$ cat config.mk
export PLATFORM = sky130hd
export DESIGN_NAME = pso_sample_port
export DESIGN_NICKNAME = d
export VERILOG_FILES = /design/src/shared/pso_pkg.sv /design/src/shared/pso_quant_if.sv /design/src/rtl/pso_quantiser.sv /design/src/rtl/pso_sample_port.sv
export SDC_FILE = /design/constraint.sdc
export NUM_CORES = 1
export LEC_CHECK = 0
export BUFFER_PORTS_ARGS = -buffer_cell sky130_fd_sc_hd__buf_2
export CAP_MARGIN = 15
export CORE_ASPECT_RATIO = 2
export CORE_MARGIN = 5
export CORE_UTILIZATION = 35
export CTS_BUF_LIST = sky130_fd_sc_hd__clkbuf_4
export DETAILED_ROUTE_END_ITERATION = 8
export PLACE_DENSITY_LB_ADDON = 0.05
export SLEW_MARGIN = 20
export SYNTH_ARGS = -nofsm -noshare
export SYNTH_HDL_FRONTEND = slang
export SYNTH_SLANG_ARGS = --single-unit
$ cat constraint.sdc
create_clock -name i_clock -period 186 [get_ports i_clock]
set_input_delay 18.6 -clock i_clock [delete_from_list [all_inputs] [get_ports i_clock]]
set_output_delay 18.6 -clock i_clock [all_outputs]
set_load 0.01 [all_outputs]
$ cat src/shared/pso_pkg.sv
/*
 * Shared constants and types for the pipelined sample output port: word widths,
 * output codes, reset values, pin positions in the synchroniser and cycle counts.
 * Assumes a 10 MHz system clock; every cycle count is derived from that period.
 */
package pso_pkg;

   // ==========================================================================
   // clocking
   // ==========================================================================
   localparam int unsigned CLK_PERIOD_NS = 100;

   // ==========================================================================
   // word layout and codes
   // ==========================================================================
   localparam int unsigned WORD_W     = 10;
   localparam int unsigned MV_W       = 16;
   localparam int unsigned CODE_STEPS = 1024;
   localparam logic [9:0]  CODE_ZERO  = 10'h000;
   localparam logic [9:0]  CODE_FULL  = 10'h3FF;
   localparam logic [9:0]  WORD_RST   = 10'h000;
   localparam int unsigned PIPE_DEPTH = 2;

   // ==========================================================================
   // pin positions in the synchroniser vector
   // ==========================================================================
   localparam int unsigned PIN_CONV_CLK = 0;
   localparam int unsigned PIN_STANDBY  = 1;
   localparam int unsigned PIN_OE_N     = 2;
   localparam int unsigned PIN_LEVEL_LO = 3;
   localparam int unsigned PIN_TOP_LO   = PIN_LEVEL_LO + MV_W;
   localparam int unsigned PIN_BOT_LO   = PIN_TOP_LO + MV_W;
   localparam int unsigned PIN_COUNT    = PIN_BOT_LO + MV_W;

   // ==========================================================================
   // timing
   // ==========================================================================
   localparam int unsigned APERTURE_NS  = 4;
   localparam int unsigned OUT_DELAY_NS = 25;
   localparam int unsigned HOLD_NS      = 12;
   localparam int unsigned WAKE_NS      = 700;

   // least times round up, longest times round down, never below one cycle
   localparam int unsigned APERTURE_CYC_RAW  = (APERTURE_NS + CLK_PERIOD_NS - 1) / CLK_PERIOD_NS;
   localparam int unsigned APERTURE_CYC      = (APERTURE_CYC_RAW < 1) ? 1 : APERTURE_CYC_RAW;
   localparam int unsigned OUT_DELAY_CYC_RAW = OUT_DELAY_NS / CLK_PERIOD_NS;
   localparam int unsigned OUT_DELAY_CYC     = (OUT_DELAY_CYC_RAW < 1) ? 1 : OUT_DELAY_CYC_RAW;
   localparam int unsigned WAKE_CYC          = (WAKE_NS + CLK_PERIOD_NS - 1) / CLK_PERIOD_NS;
   localparam logic [3:0]  WAKE_CYC_W        = 4'(WAKE_CYC);
   localparam logic [3:0]  WAKE_CNT_RST      = 4'h0;

   // ==========================================================================
   // operating mode
   // ==========================================================================
   typedef enum {PSO_STANDBY, PSO_RUN} pso_mode_t;

endpackage

$ cat src/shared/pso_quant_if.sv
/*
 * Carrier between the port and its quantiser: the held sample and the two
 * reference sense levels go out, the output code comes back the same cycle.
 * Assumes both ends sit on the same clock; the path is purely combinational.
 */
interface pso_quant_if;
   import pso_pkg::*;
   logic [MV_W-1:0]   sample_mv;
   logic [MV_W-1:0]   top_mv;
   logic [MV_W-1:0]   bottom_mv;
   logic [WORD_W-1:0] code;

   modport port_side (output sample_mv, output top_mv, output bottom_mv, input code);
   modport quantiser (input sample_mv, input top_mv, input bottom_mv, output code);
endinterface

$ cat src/rtl/pso_quantiser.sv
/*
 * Quantiser: maps a held sample, in millivolts, onto a ten bit straight binary
 * code across the window set by the two reference sense levels.
 * Assumes settled inputs; the result is combinational and read by the caller.
 */
module pso_quantiser
   import pso_pkg::*;
(
   pso_quant_if.quantiser q
);

   logic [MV_W-1:0]      span;
   logic [MV_W-1:0]      offset;
   logic [MV_W+9:0]      scaled;
   logic [MV_W+9:0]      ratio;

   // ==========================================================================
   // straight binary conversion with clamping at both ends
   // ==========================================================================
   always_comb begin
      span   = q.top_mv - q.bottom_mv;
      offset = q.sample_mv - q.bottom_mv;
      scaled = {offset, 10'h000};
      ratio  = (span == {MV_W{1'b0}}) ? {(MV_W+10){1'b0}} : scaled / {10'h000, span};
      if (q.sample_mv < q.bottom_mv) begin
         q.code = CODE_ZERO;
      end else if (q.sample_mv > q.top_mv || q.top_mv <= q.bottom_mv) begin
         q.code = CODE_FULL;
      end else if (ratio >= (MV_W+10)'(CODE_STEPS - 1)) begin
         q.code = CODE_FULL;
      end else begin
         q.code = ratio[WORD_W-1:0];
      end
   end

endmodule

$ cat src/rtl/pso_sample_port.sv
/*
 * Digital side of a ten bit pipelined sampling converter. The conversion clock,
 * standby request and output enable arrive as pins and are synchronised to the
 * system clock; falling edges of the conversion clock start samples, and each
 * result reaches the tristatable output word two conversion cycles later.
 * Assumes the conversion clock runs at no more than a quarter of the system
 * clock, and that the analog levels are quasi-static over a conversion cycle
 * (they are modelled as millivolt words and only pass a two flop synchroniser).
 */

// Behaviour
// - new sample on every conversion clock fall
// - result appears two cycles after its sample
// - fresh word every cycle, pipeline stays full
// - convert only with clock running, standby low
// - drive outputs while output enable low
// - standby high floats outputs unconditionally
// - input below bottom reference gives zeros
// - input above top reference gives ones
// - ten bit result, codes zero to 1023
// - output word changes after falling edge
// - previous word held briefly after fall
// - sample taken aperture delay after fall
module pso_sample_port
   import pso_pkg::*;
(
   input  wire logic              i_clock,
   input  wire logic              i_sys_rst,
   input  wire logic              i_clk_en,
   input  wire logic              i_conv_clock,
   input  wire logic              i_standby_request,
   input  wire logic              i_output_enable_n,
   input  wire logic [MV_W-1:0]   i_analog_input,
   input  wire logic [MV_W-1:0]   i_ref_top_sense,
   input  wire logic [MV_W-1:0]   i_ref_bottom_sense,
   output logic      [WORD_W-1:0] o_data,
   output logic      [WORD_W-1:0] o_data_oe,
   output logic                   o_word_strobe,
   output logic                   o_wake_done
);

   logic [PIN_COUNT-1:0]     pin_raw;
   logic [PIN_COUNT-1:0]     pin_meta;
   logic [PIN_COUNT-1:0]     pin_sync;
   logic                     conv_clk_prev;
   logic                     conv_fall;
   logic [APERTURE_CYC-1:0]  aperture_line;
   logic [OUT_DELAY_CYC-1:0] out_delay_line;
   logic                     take_sample;
   logic                     update_out;
   logic                     standby;
   logic                     oe_n;
   pso_mode_t                mode;
   pso_mode_t                next_mode;
   logic [WORD_W-1:0]        stage_q [PIPE_DEPTH];
   logic [1:0]               fill_cnt;
   logic [3:0]               wake_cnt;
   logic                     drive;

   pso_quant_if q ();

   // ==========================================================================
   // pin synchronisers
   // ==========================================================================
   assign pin_raw = {i_ref_bottom_sense, i_ref_top_sense, i_analog_input,
                     i_output_enable_n, i_standby_request, i_conv_clock};

   // the first flop of each bit feeds only the second one
   genvar b;
   generate
      for (b = 0; b < PIN_COUNT; b++) begin : g_sync
         // standby starts asserted and output enable deasserted so nothing drives before the pins are seen
         localparam logic SYNC_RST = (b == PIN_STANDBY) || (b == PIN_OE_N);
         always_ff @(posedge i_clock) begin
            if (i_sys_rst) begin
               pin_meta[b] <= SYNC_RST;
               pin_sync[b] <= SYNC_RST;
            end else if (i_clk_en) begin
               pin_meta[b] <= pin_raw[b];
               pin_sync[b] <= pin_meta[b];
            end
         end
      end
   endgenerate

   assign standby = pin_sync[PIN_STANDBY];
   assign oe_n    = pin_sync[PIN_OE_N];

   // ==========================================================================
   // operating mode
   // ==========================================================================
   always_comb begin
      case (mode)
         PSO_STANDBY: next_mode = standby ? PSO_STANDBY : PSO_RUN;
         PSO_RUN:     next_mode = standby ? PSO_STANDBY : PSO_RUN;
         default:     next_mode = PSO_STANDBY;
      endcase
   end

   always_ff @(posedge i_clock) begin
      if (i_sys_rst) begin
         mode <= PSO_STANDBY;
      end else if (i_clk_en) begin
         mode <= next_mode;
      end
   end

   // ==========================================================================
   // conversion clock falling edge
   // ==========================================================================
   always_ff @(posedge i_clock) begin
      if (i_sys_rst) begin
         conv_clk_prev <= 1'b0;
      end else if (i_clk_en) begin
         conv_clk_prev <= pin_sync[PIN_CONV_CLK];
      end
   end

   // a stopped conversion clock gives no edges, so conversion halts by itself
   assign conv_fall = conv_clk_prev & ~pin_sync[PIN_CONV_CLK] & (mode == PSO_RUN) & ~standby;

   // ==========================================================================
   // aperture and output delay lines
   // ==========================================================================
   always_ff @(posedge i_clock) begin
      if (i_sys_rst) begin
         aperture_line <= '0;
      end else if (i_clk_en) begin
         // the cast keeps the low bits, so the line also works at a single cycle
         aperture_line <= APERTURE_CYC'({aperture_line, conv_fall});
      end
   end

   always_ff @(posedge i_clock) begin
      if (i_sys_rst) begin
         out_delay_line <= '0;
      end else if (i_clk_en) begin
         out_delay_line <= OUT_DELAY_CYC'({out_delay_line, conv_fall});
      end
   end

   // standby drops pending work so no word moves once conversion has stopped
   assign take_sample = aperture_line[APERTURE_CYC-1] & ~standby;
   assign update_out  = out_delay_line[OUT_DELAY_CYC-1] & ~standby;

   // ==========================================================================
   // quantiser
   // ==========================================================================
   assign q.sample_mv = pin_sync[PIN_LEVEL_LO +: MV_W];
   assign q.top_mv    = pin_sync[PIN_TOP_LO +: MV_W];
   assign q.bottom_mv = pin_sync[PIN_BOT_LO +: MV_W];

   pso_quantiser u_quant (
      .q (q.quantiser)
   );

   // ==========================================================================
   // two stage result pipeline
   // ==========================================================================
   // the output stage reads stage_q[1] before a coincident sample shifts it,
   // which keeps the lag at exactly two falls while the delay lines are equal
   always_ff @(posedge i_clock) begin
      if (i_sys_rst) begin
         stage_q[0] <= WORD_RST;
         stage_q[1] <= WORD_RST;
      end else if (i_clk_en && take_sample) begin
         stage_q[0] <= q.code;
         stage_q[1] <= stage_q[0];
      end
   end

   // old word stays on the pins until the output delay has passed
   always_ff @(posedge i_clock) begin
      if (i_sys_rst) begin
         o_data <= WORD_RST;
      end else if (i_clk_en && update_out) begin
         o_data <= stage_q[PIPE_DEPTH-1];
      end
   end

   always_ff @(posedge i_clock) begin
      if (i_sys_rst) begin
         o_word_strobe <= 1'b0;
      end else if (i_clk_en) begin
         o_word_strobe <= update_out && (fill_cnt == 2'(PIPE_DEPTH));
      end
   end

   // counts samples since leaving standby so stale words are not flagged
   always_ff @(posedge i_clock) begin
      if (i_sys_rst) begin
         fill_cnt <= 2'h0;
      end else if (i_clk_en) begin
         if (standby) begin
            fill_cnt <= 2'h0;
         end else if (take_sample && fill_cnt != 2'(PIPE_DEPTH)) begin
            fill_cnt <= fill_cnt + 2'h1;
         end
      end
   end

   // ==========================================================================
   // wake-up indication
   // ==========================================================================
   // only a hint for the capture logic; discarding results stays its duty
   always_ff @(posedge i_clock) begin
      if (i_sys_rst) begin
         wake_cnt    <= WAKE_CNT_RST;
         o_wake_done <= 1'b0;
      end else if (i_clk_en) begin
         if (standby) begin
            wake_cnt    <= WAKE_CNT_RST;
            o_wake_done <= 1'b0;
         end else if (wake_cnt != WAKE_CYC_W) begin
            wake_cnt    <= wake_cnt + 4'h1;
            o_wake_done <= 1'b0;
         end else begin
            o_wake_done <= 1'b1;
         end
      end
   end

   // ==========================================================================
   // output drivers
   // ==========================================================================
   assign drive = ~oe_n & ~standby;

   always_ff @(posedge i_clock) begin
      if (i_sys_rst) begin
         o_data_oe <= '0;
      end else if (i_clk_en) begin
         o_data_oe <= {WORD_W{drive}};
      end
   end

endmodule

==> metrics.md, run 1 <==
| Metric | Value |
|---|---|
| Status | `finished clean` |
| Area leader, netlist | `ha_1` |
| Synth Register Bits | `144` |
| DRT Wirelength | `87300 µm` |
| Bufs on Longest Clock Path | `2` |
| Async set-reset flop share out of synthesis | `0%` |
| Crit-path leading delay family | `compound AO/OA/AOI/OAI gates` |
| Clk_skew | `21.6 ps` |
| Slew headroom | `31.4%` |
| Root Buffer Master | `clkbuf_4` |
| Startpoint Class | `flop` |
| Synthesized area | `24800 µm²` |
| Die height | `386 µm` |
| HPWL after DPL | `69200 µm` |
| Area grow syn2layout | `6.51%` |
| Post-synth top cells | `nor2_1, ha_1, a21oi_1, nand2_1, o21ai_0` |
| Setup Buffers After CTS | `0` |
| CTS sink count | `144` |
| Final setup violation count | `0` |
| R2R setup slack | `109340 ps` |
| Cell mode on critical path | `o21a_1` |
| Io pins | `76` |
| # rows | `138` |
| Yosys warns | `0` |
| TNS Setup | `0 ps` |
| Post-layout util | `37.5%` |
| Syn Inst Count | `3326` |
| Later-pin clock latency in the skew report | `550 ps` |
| Slowest-stage cell, CP | `a21oi_1` |
| Core area | `70400 µm²` |
| Synth Net Count | `3720` |
| WP buf/inv | `11` |
| CP peak stage delay | `810 ps` |
| RSZ-0062 raised after global routing | `no` |
| Crit path kind | `flop to flop` |
| Slew @ Worst Pin | `1030 ps` |
| First-pass GRT wire length | `134000 µm` |
| CP max FO | `28` |
| Most frequent cell after synthesis | `nor2_1` |
| Wire per inst | `20.4 µm` |
| Die area | `76600 µm²` |
| Pre-antenna DRT Iters | `5` |
| Routed Antenna Nets | `0` |
| Number of nets in the layout | `3740` |
| CTS tree | `yes` |
| Buffers on Ports | `75` |
| Synth top area share | `17.0%` |
| Largest net degree at the start of global routing | `94` |
| Sequential share of the synthesized area | `12.4%` |
| Vias in the first global route | `23500` |
| Top post-synthesis cells by area | `ha_1, dfxtp_1, nor2_1` |
| Number of flops mapped to enable cells by yosys | `20` |
| Gp weighted congestion | `0.915` |
| Synth Area per Inst | `7.45 µm²` |
| Vias post-DR | `24700` |
| Hold Violations, Final | `0` |
| Post_cts resized | `0` |
| F_max | `13.0 MHz` |
| Initial antenna violation count | `1` |
| H-tree depth | `4` |
| Cts hold-fix bufs | `0` |
| Top_reg_cell synth | `dfxtp_1` |
| Floorplan die width | `198 µm` |
| Worst-path clk slew | `140 ps` |
| Final Cycle Share | `41.2%` |
| Initial Util | `35.2%` |
| Crit path DAT | `76970 ps` |
| Min-delay worst type | `flop to flop` |
| Worst endpoint required time | `186310 ps` |
| Drt drc | `0` |
| Layout cells sized above 1 | `8.93%` |
| Global route overflow | `0` |
| Crit end category | `flop` |
| Total GRT Usage | `22.0%` |
| Max-cap violations | `0` |
| Yosys cell types | `118` |
| Initial DRC count | `1478` |
| Post-layout minimum cycle time | `76660 ps` |
| Final Slew Violations | `0` |
| Via density | `5.77` |
| Clock buffers created by TritonCTS | `17` |
-- worst paths after layout --
kind	startpoint	to	depth (start not counted)
max	pin_sync[43]$_SDFFE_PP0P_	stage_q[0][0]$_SDFFCE_PN0P_	323
min	stage_q[1][0]$_SDFFCE_PN0P_	o_data[0]$_SDFFE_PP0P_	1
max reg2reg	pin_sync[43]$_SDFFE_PP0P_	stage_q[0][0]$_SDFFCE_PN0P_	323
min reg2reg	stage_q[1][0]$_SDFFCE_PN0P_	o_data[0]$_SDFFE_PP0P_	1
-- cells by family after synthesis --
kind of cell / Yosys count / synth area share [%]
adders and majority gates: 341 / 17.3
buffers and inverters: 248 / 4.06
muxes: 191 / 8.11
AOI/OAI and AO/OA: 1060 / 28.7
and+or+nand+nor: 1131 / 22.0
xor gates and xnor gates: 211 / 7.46
DFF: 144 / 12.4
-- through the flow --
stage	hold WS [ps]	area (µm²)	instances	worst slack, ps
2_1_floorplan	431	24800	3326	120280
3_3_place_gp	441	26100	4237	111260
3_5_place_dp	446	26100	4237	110590
4_1_cts	452	26400	4269	110370
5_1_grt	462	26400	4270	102510
6_report	455	26400	4271	109340
-- layer usage --
| layer | share of wire (%) | track usage [%] |
|---|---|---|
| met1 | 47 | 29.7 |
| met2 | 49 | 38.8 |
| met3 | 2.9 | 1.01 |
| met4 | 1.9 | 4.56 |
| met5 | 0 | 0 |
-- cell type report --
cell class                      count  area [µm²]
Clock buffer                       19         143
Multi-Input combinational cell   2934       20700
Antenna cell                        2        5.00
Inverter                          144         541
Timing Repair Buffer              105         609
Tap cell                          910        1140
Clock inverter                     13         163
Fill cell                        7543       44100
Sequential cell                   144        3080
-- registers in the layout, summed over array words and instances (netlist names), 2 cells and up --
name,count
pin_meta,51
stage_q,20
fill_cnt,2
wake_cnt,4
o_data,10
pin_sync,49
-- placed cells by master, fill, tap and decap left out, drive strengths merged, types with 25 or more instances in the layout --
master | netlist | final
buf | 36 | 105
o31ai | 35 | 35
dfxtp | 124 | 124
nand4 | 48 | 48
xor2 | 68 | 68
or3 | 29 | 29
mux2i | 121 | 121
o21ai | 187 | 187
a21oi | 294 | 294
nor2 | 399 | 399
and2 | 39 | 39
nand2b | 33 | 33
o21bai | 54 | 54
nor2b | 49 | 49
nor4 | 27 | 27
xnor2 | 143 | 143
o21a | 108 | 108
ha | 337 | 337
a21o | 82 | 82
nand2 | 243 | 243
nand3 | 70 | 70
inv | 144 | 148
a211oi | 25 | 25
a31oi | 43 | 43
mux2 | 70 | 70
o211ai | 39 | 39
nor3 | 106 | 106
or2 | 27 | 27
Power of run 1 is not shown: default switching activity piles up to over one toggle a cycle in this logic, so the estimate is an artifact.
==> inputs of run 2 (changes only) <==
==> constraint.sdc (replaced) <==
create_clock -name i_clock -period 64.2 [get_ports i_clock]
set_input_delay 6.42 -clock i_clock [delete_from_list [all_inputs] [get_ports i_clock]]
set_output_delay 6.42 -clock i_clock [all_outputs]
set_load 0.01 [all_outputs]
==> run 2 against run 1 <==
Compared with the run above:
- via count increased by 3.6%
- critical path depth increased by 5
- sequential share of layout area decreased by 1.1 points
- non-clock buffer count increased by 243
- final cell count increased by 5.7%
- routed wire length increased by 4.2%
- core utilization increased by 4.1 points
- global-route usage increased by 0.80 points
- register-to-register slack got worse by 110000 ps
- clock skew increased by 2.9 ps
- setup slack got worse by 110000 ps
- hold slack improved by 19 ps
==> metrics.md, run 2 (same netlist as run 1, synthesis figures left out) <==
| Metric | Value |
|---|---|
| Status | `finished clean` |
| Placed Cells | `4412` |
| Bufs on Longest Clock Path | `2` |
| Min-delay worst type | `flop to flop` |
| Root Buffer Master | `clkbuf_4` |
| Cell mode on critical path | `o21a_1` |
| Startpoint Class | `flop` |
| CP max FO | `12` |
| Cts hold-fix bufs | `0` |
| Hold Violations, Final | `0` |
| Total GRT Usage | `22.8%` |
| # rows | `138` |
| Initial DRC count | `1467` |
| Core area | `70400 µm²` |
| Clk_skew | `24.6 ps` |
| Crit path DAT | `61310 ps` |
| Largest net degree at the start of global routing | `86` |
| Routed Antenna Nets | `0` |
| Clock buffers created by TritonCTS | `17` |
| Final Slew Violations | `0` |
| HPWL after DPL | `71700 µm` |
| Final setup violation count | `0` |
| Buffers on Ports | `75` |
| Vias in the first global route | `24700` |
| Post-layout minimum cycle time | `60980 ps` |
| Io pins | `76` |
| CP peak stage delay | `610 ps` |
| Global route overflow | `0` |
| Max-cap violations | `0` |
| Via density | `5.66` |
| CTS sink count | `144` |
| Slew @ Worst Pin | `1050 ps` |
| Gp weighted congestion | `0.912` |
| Top reg by flops | `pin_meta` |
| Die height | `386 µm` |
| Final worst slack | `3220 ps` |
| Number of nets in the layout | `3983` |
| Crit path kind | `flop to flop` |
| Worst-path clk slew | `150 ps` |
| Crit end category | `flop` |
| Biggest registers after layout | `pin_meta: 51 flops, pin_sync: 49 flops, stage_q: 20 flops` |
| Drt drc | `0` |
| H-tree depth | `4` |
| Pre-antenna DRT Iters | `5` |
| DRT Wirelength | `91000 µm` |
| CTS tree | `yes` |
| Finished Layout Cells | `4513` |
| Slew headroom | `30.3%` |
| FILL cells | `7341` |
| Max FFs per register | `51` |
| Later-pin clock latency in the skew report | `560 ps` |
| DP Worst Slack | `-1180 ps` |
| Post-layout util | `41.6%` |
| Worst endpoint required time | `64530 ps` |
| Initial Util | `35.2%` |
| Slowest-stage cell, CP | `or4_1` |
| F_max | `16.4 MHz` |
| Wire per inst | `20.2 µm` |
| Floorplan die width | `198 µm` |
| Die area | `76600 µm²` |
| Area grow syn2layout | `18.3%` |
| Layout cells sized above 1 | `19.7%` |
| Initial antenna violation count | `1` |
| Final Cycle Share | `95.0%` |
| First-pass GRT wire length | `140000 µm` |
| Most frequent cells in the layout | `nor2_1, ha_1, buf_4` |
| Commonest non-fill, non-tap cell in the layout | `nor2_1` |
| Vias post-DR | `25500` |
-- run 2: per-layer routing --
metal / wire (µm) / part of all wire, % / global-route usage (%)
met3: 3230 / 3.6 / 1.51
met5: 0 / 0 / 0
met4: 2490 / 2.7 / 6.15
met2: 43300 / 48 / 39.2
met1: 41900 / 46 / 30.7
-- run 2: cell type report --
| cell class | count | area (µm²) | area share, % |
|---|---|---|---|
| Multi-Input combinational cell | 2934 | 21800 | 74.2 |
| Sequential cell | 144 | 3090 | 10.5 |
| Timing Repair Buffer | 348 | 2470 | 8.43 |
| Tap cell | 910 | 1140 | 3.88 |
| Inverter | 144 | 541 | 1.84 |
| Clock inverter | 14 | 180 | 0.615 |
| Clock buffer | 18 | 135 | 0.461 |
| Antenna cell | 1 | 2.50 | 0.00854 |
-- run 2: stage by stage --
step                      instance area (µm²)  TNS [ps]  hold slack, ps
final                                   29300         0             474
after global placement                  27500      -150             442
after global routing                    29300      -529             499
after CTS                               27900         0             460
after floorplan                         24800         0             431
after detailed placement                27500     -1180             446
-- run 2: critical path: cells and delay by family, from the launching register on --
kind | cells | cell delay [ps]
multiplexers | 10 | 3410
buffers and inverters | 13 | 1850
adder cells (fa/ha/maj) | 27 | 7710
flip-flops | 1 | 380
AO/OA/AOI/OAI | 167 | 29210
AND/OR/NAND/NOR | 111 | 18060
-- run 2: final timing paths --
| check | startpoint | end | slack (ps) | cells past startpoint |
|---|---|---|---|---|
| max | pin_sync[39]$_SDFFE_PP0P_ | stage_q[0][0]$_SDFFCE_PN0P_ | 3220 | 328 |
| min | stage_q[1][0]$_SDFFCE_PN0P_ | o_data[0]$_SDFFE_PP0P_ | 470 | 1 |
| max reg2reg | pin_sync[39]$_SDFFE_PP0P_ | stage_q[0][0]$_SDFFCE_PN0P_ | 3220 | 328 |
| min reg2reg | stage_q[1][0]$_SDFFCE_PN0P_ | o_data[0]$_SDFFE_PP0P_ | 470 | 1 |
-- run 2: what timing repair did --
| action | CTS | global route |
|---|---|---|
| setup endpoints to repair | 1 | 2 |
| pin swaps | 7 | 82 |
| setup buffers | 9 | 58 |
| gates resized for setup | 24 | 211 |
| endpoints found under the hold margin | 0 | 0 |
| cloned | 0 | 1 |
Power of run 2 is left out for the same reason.
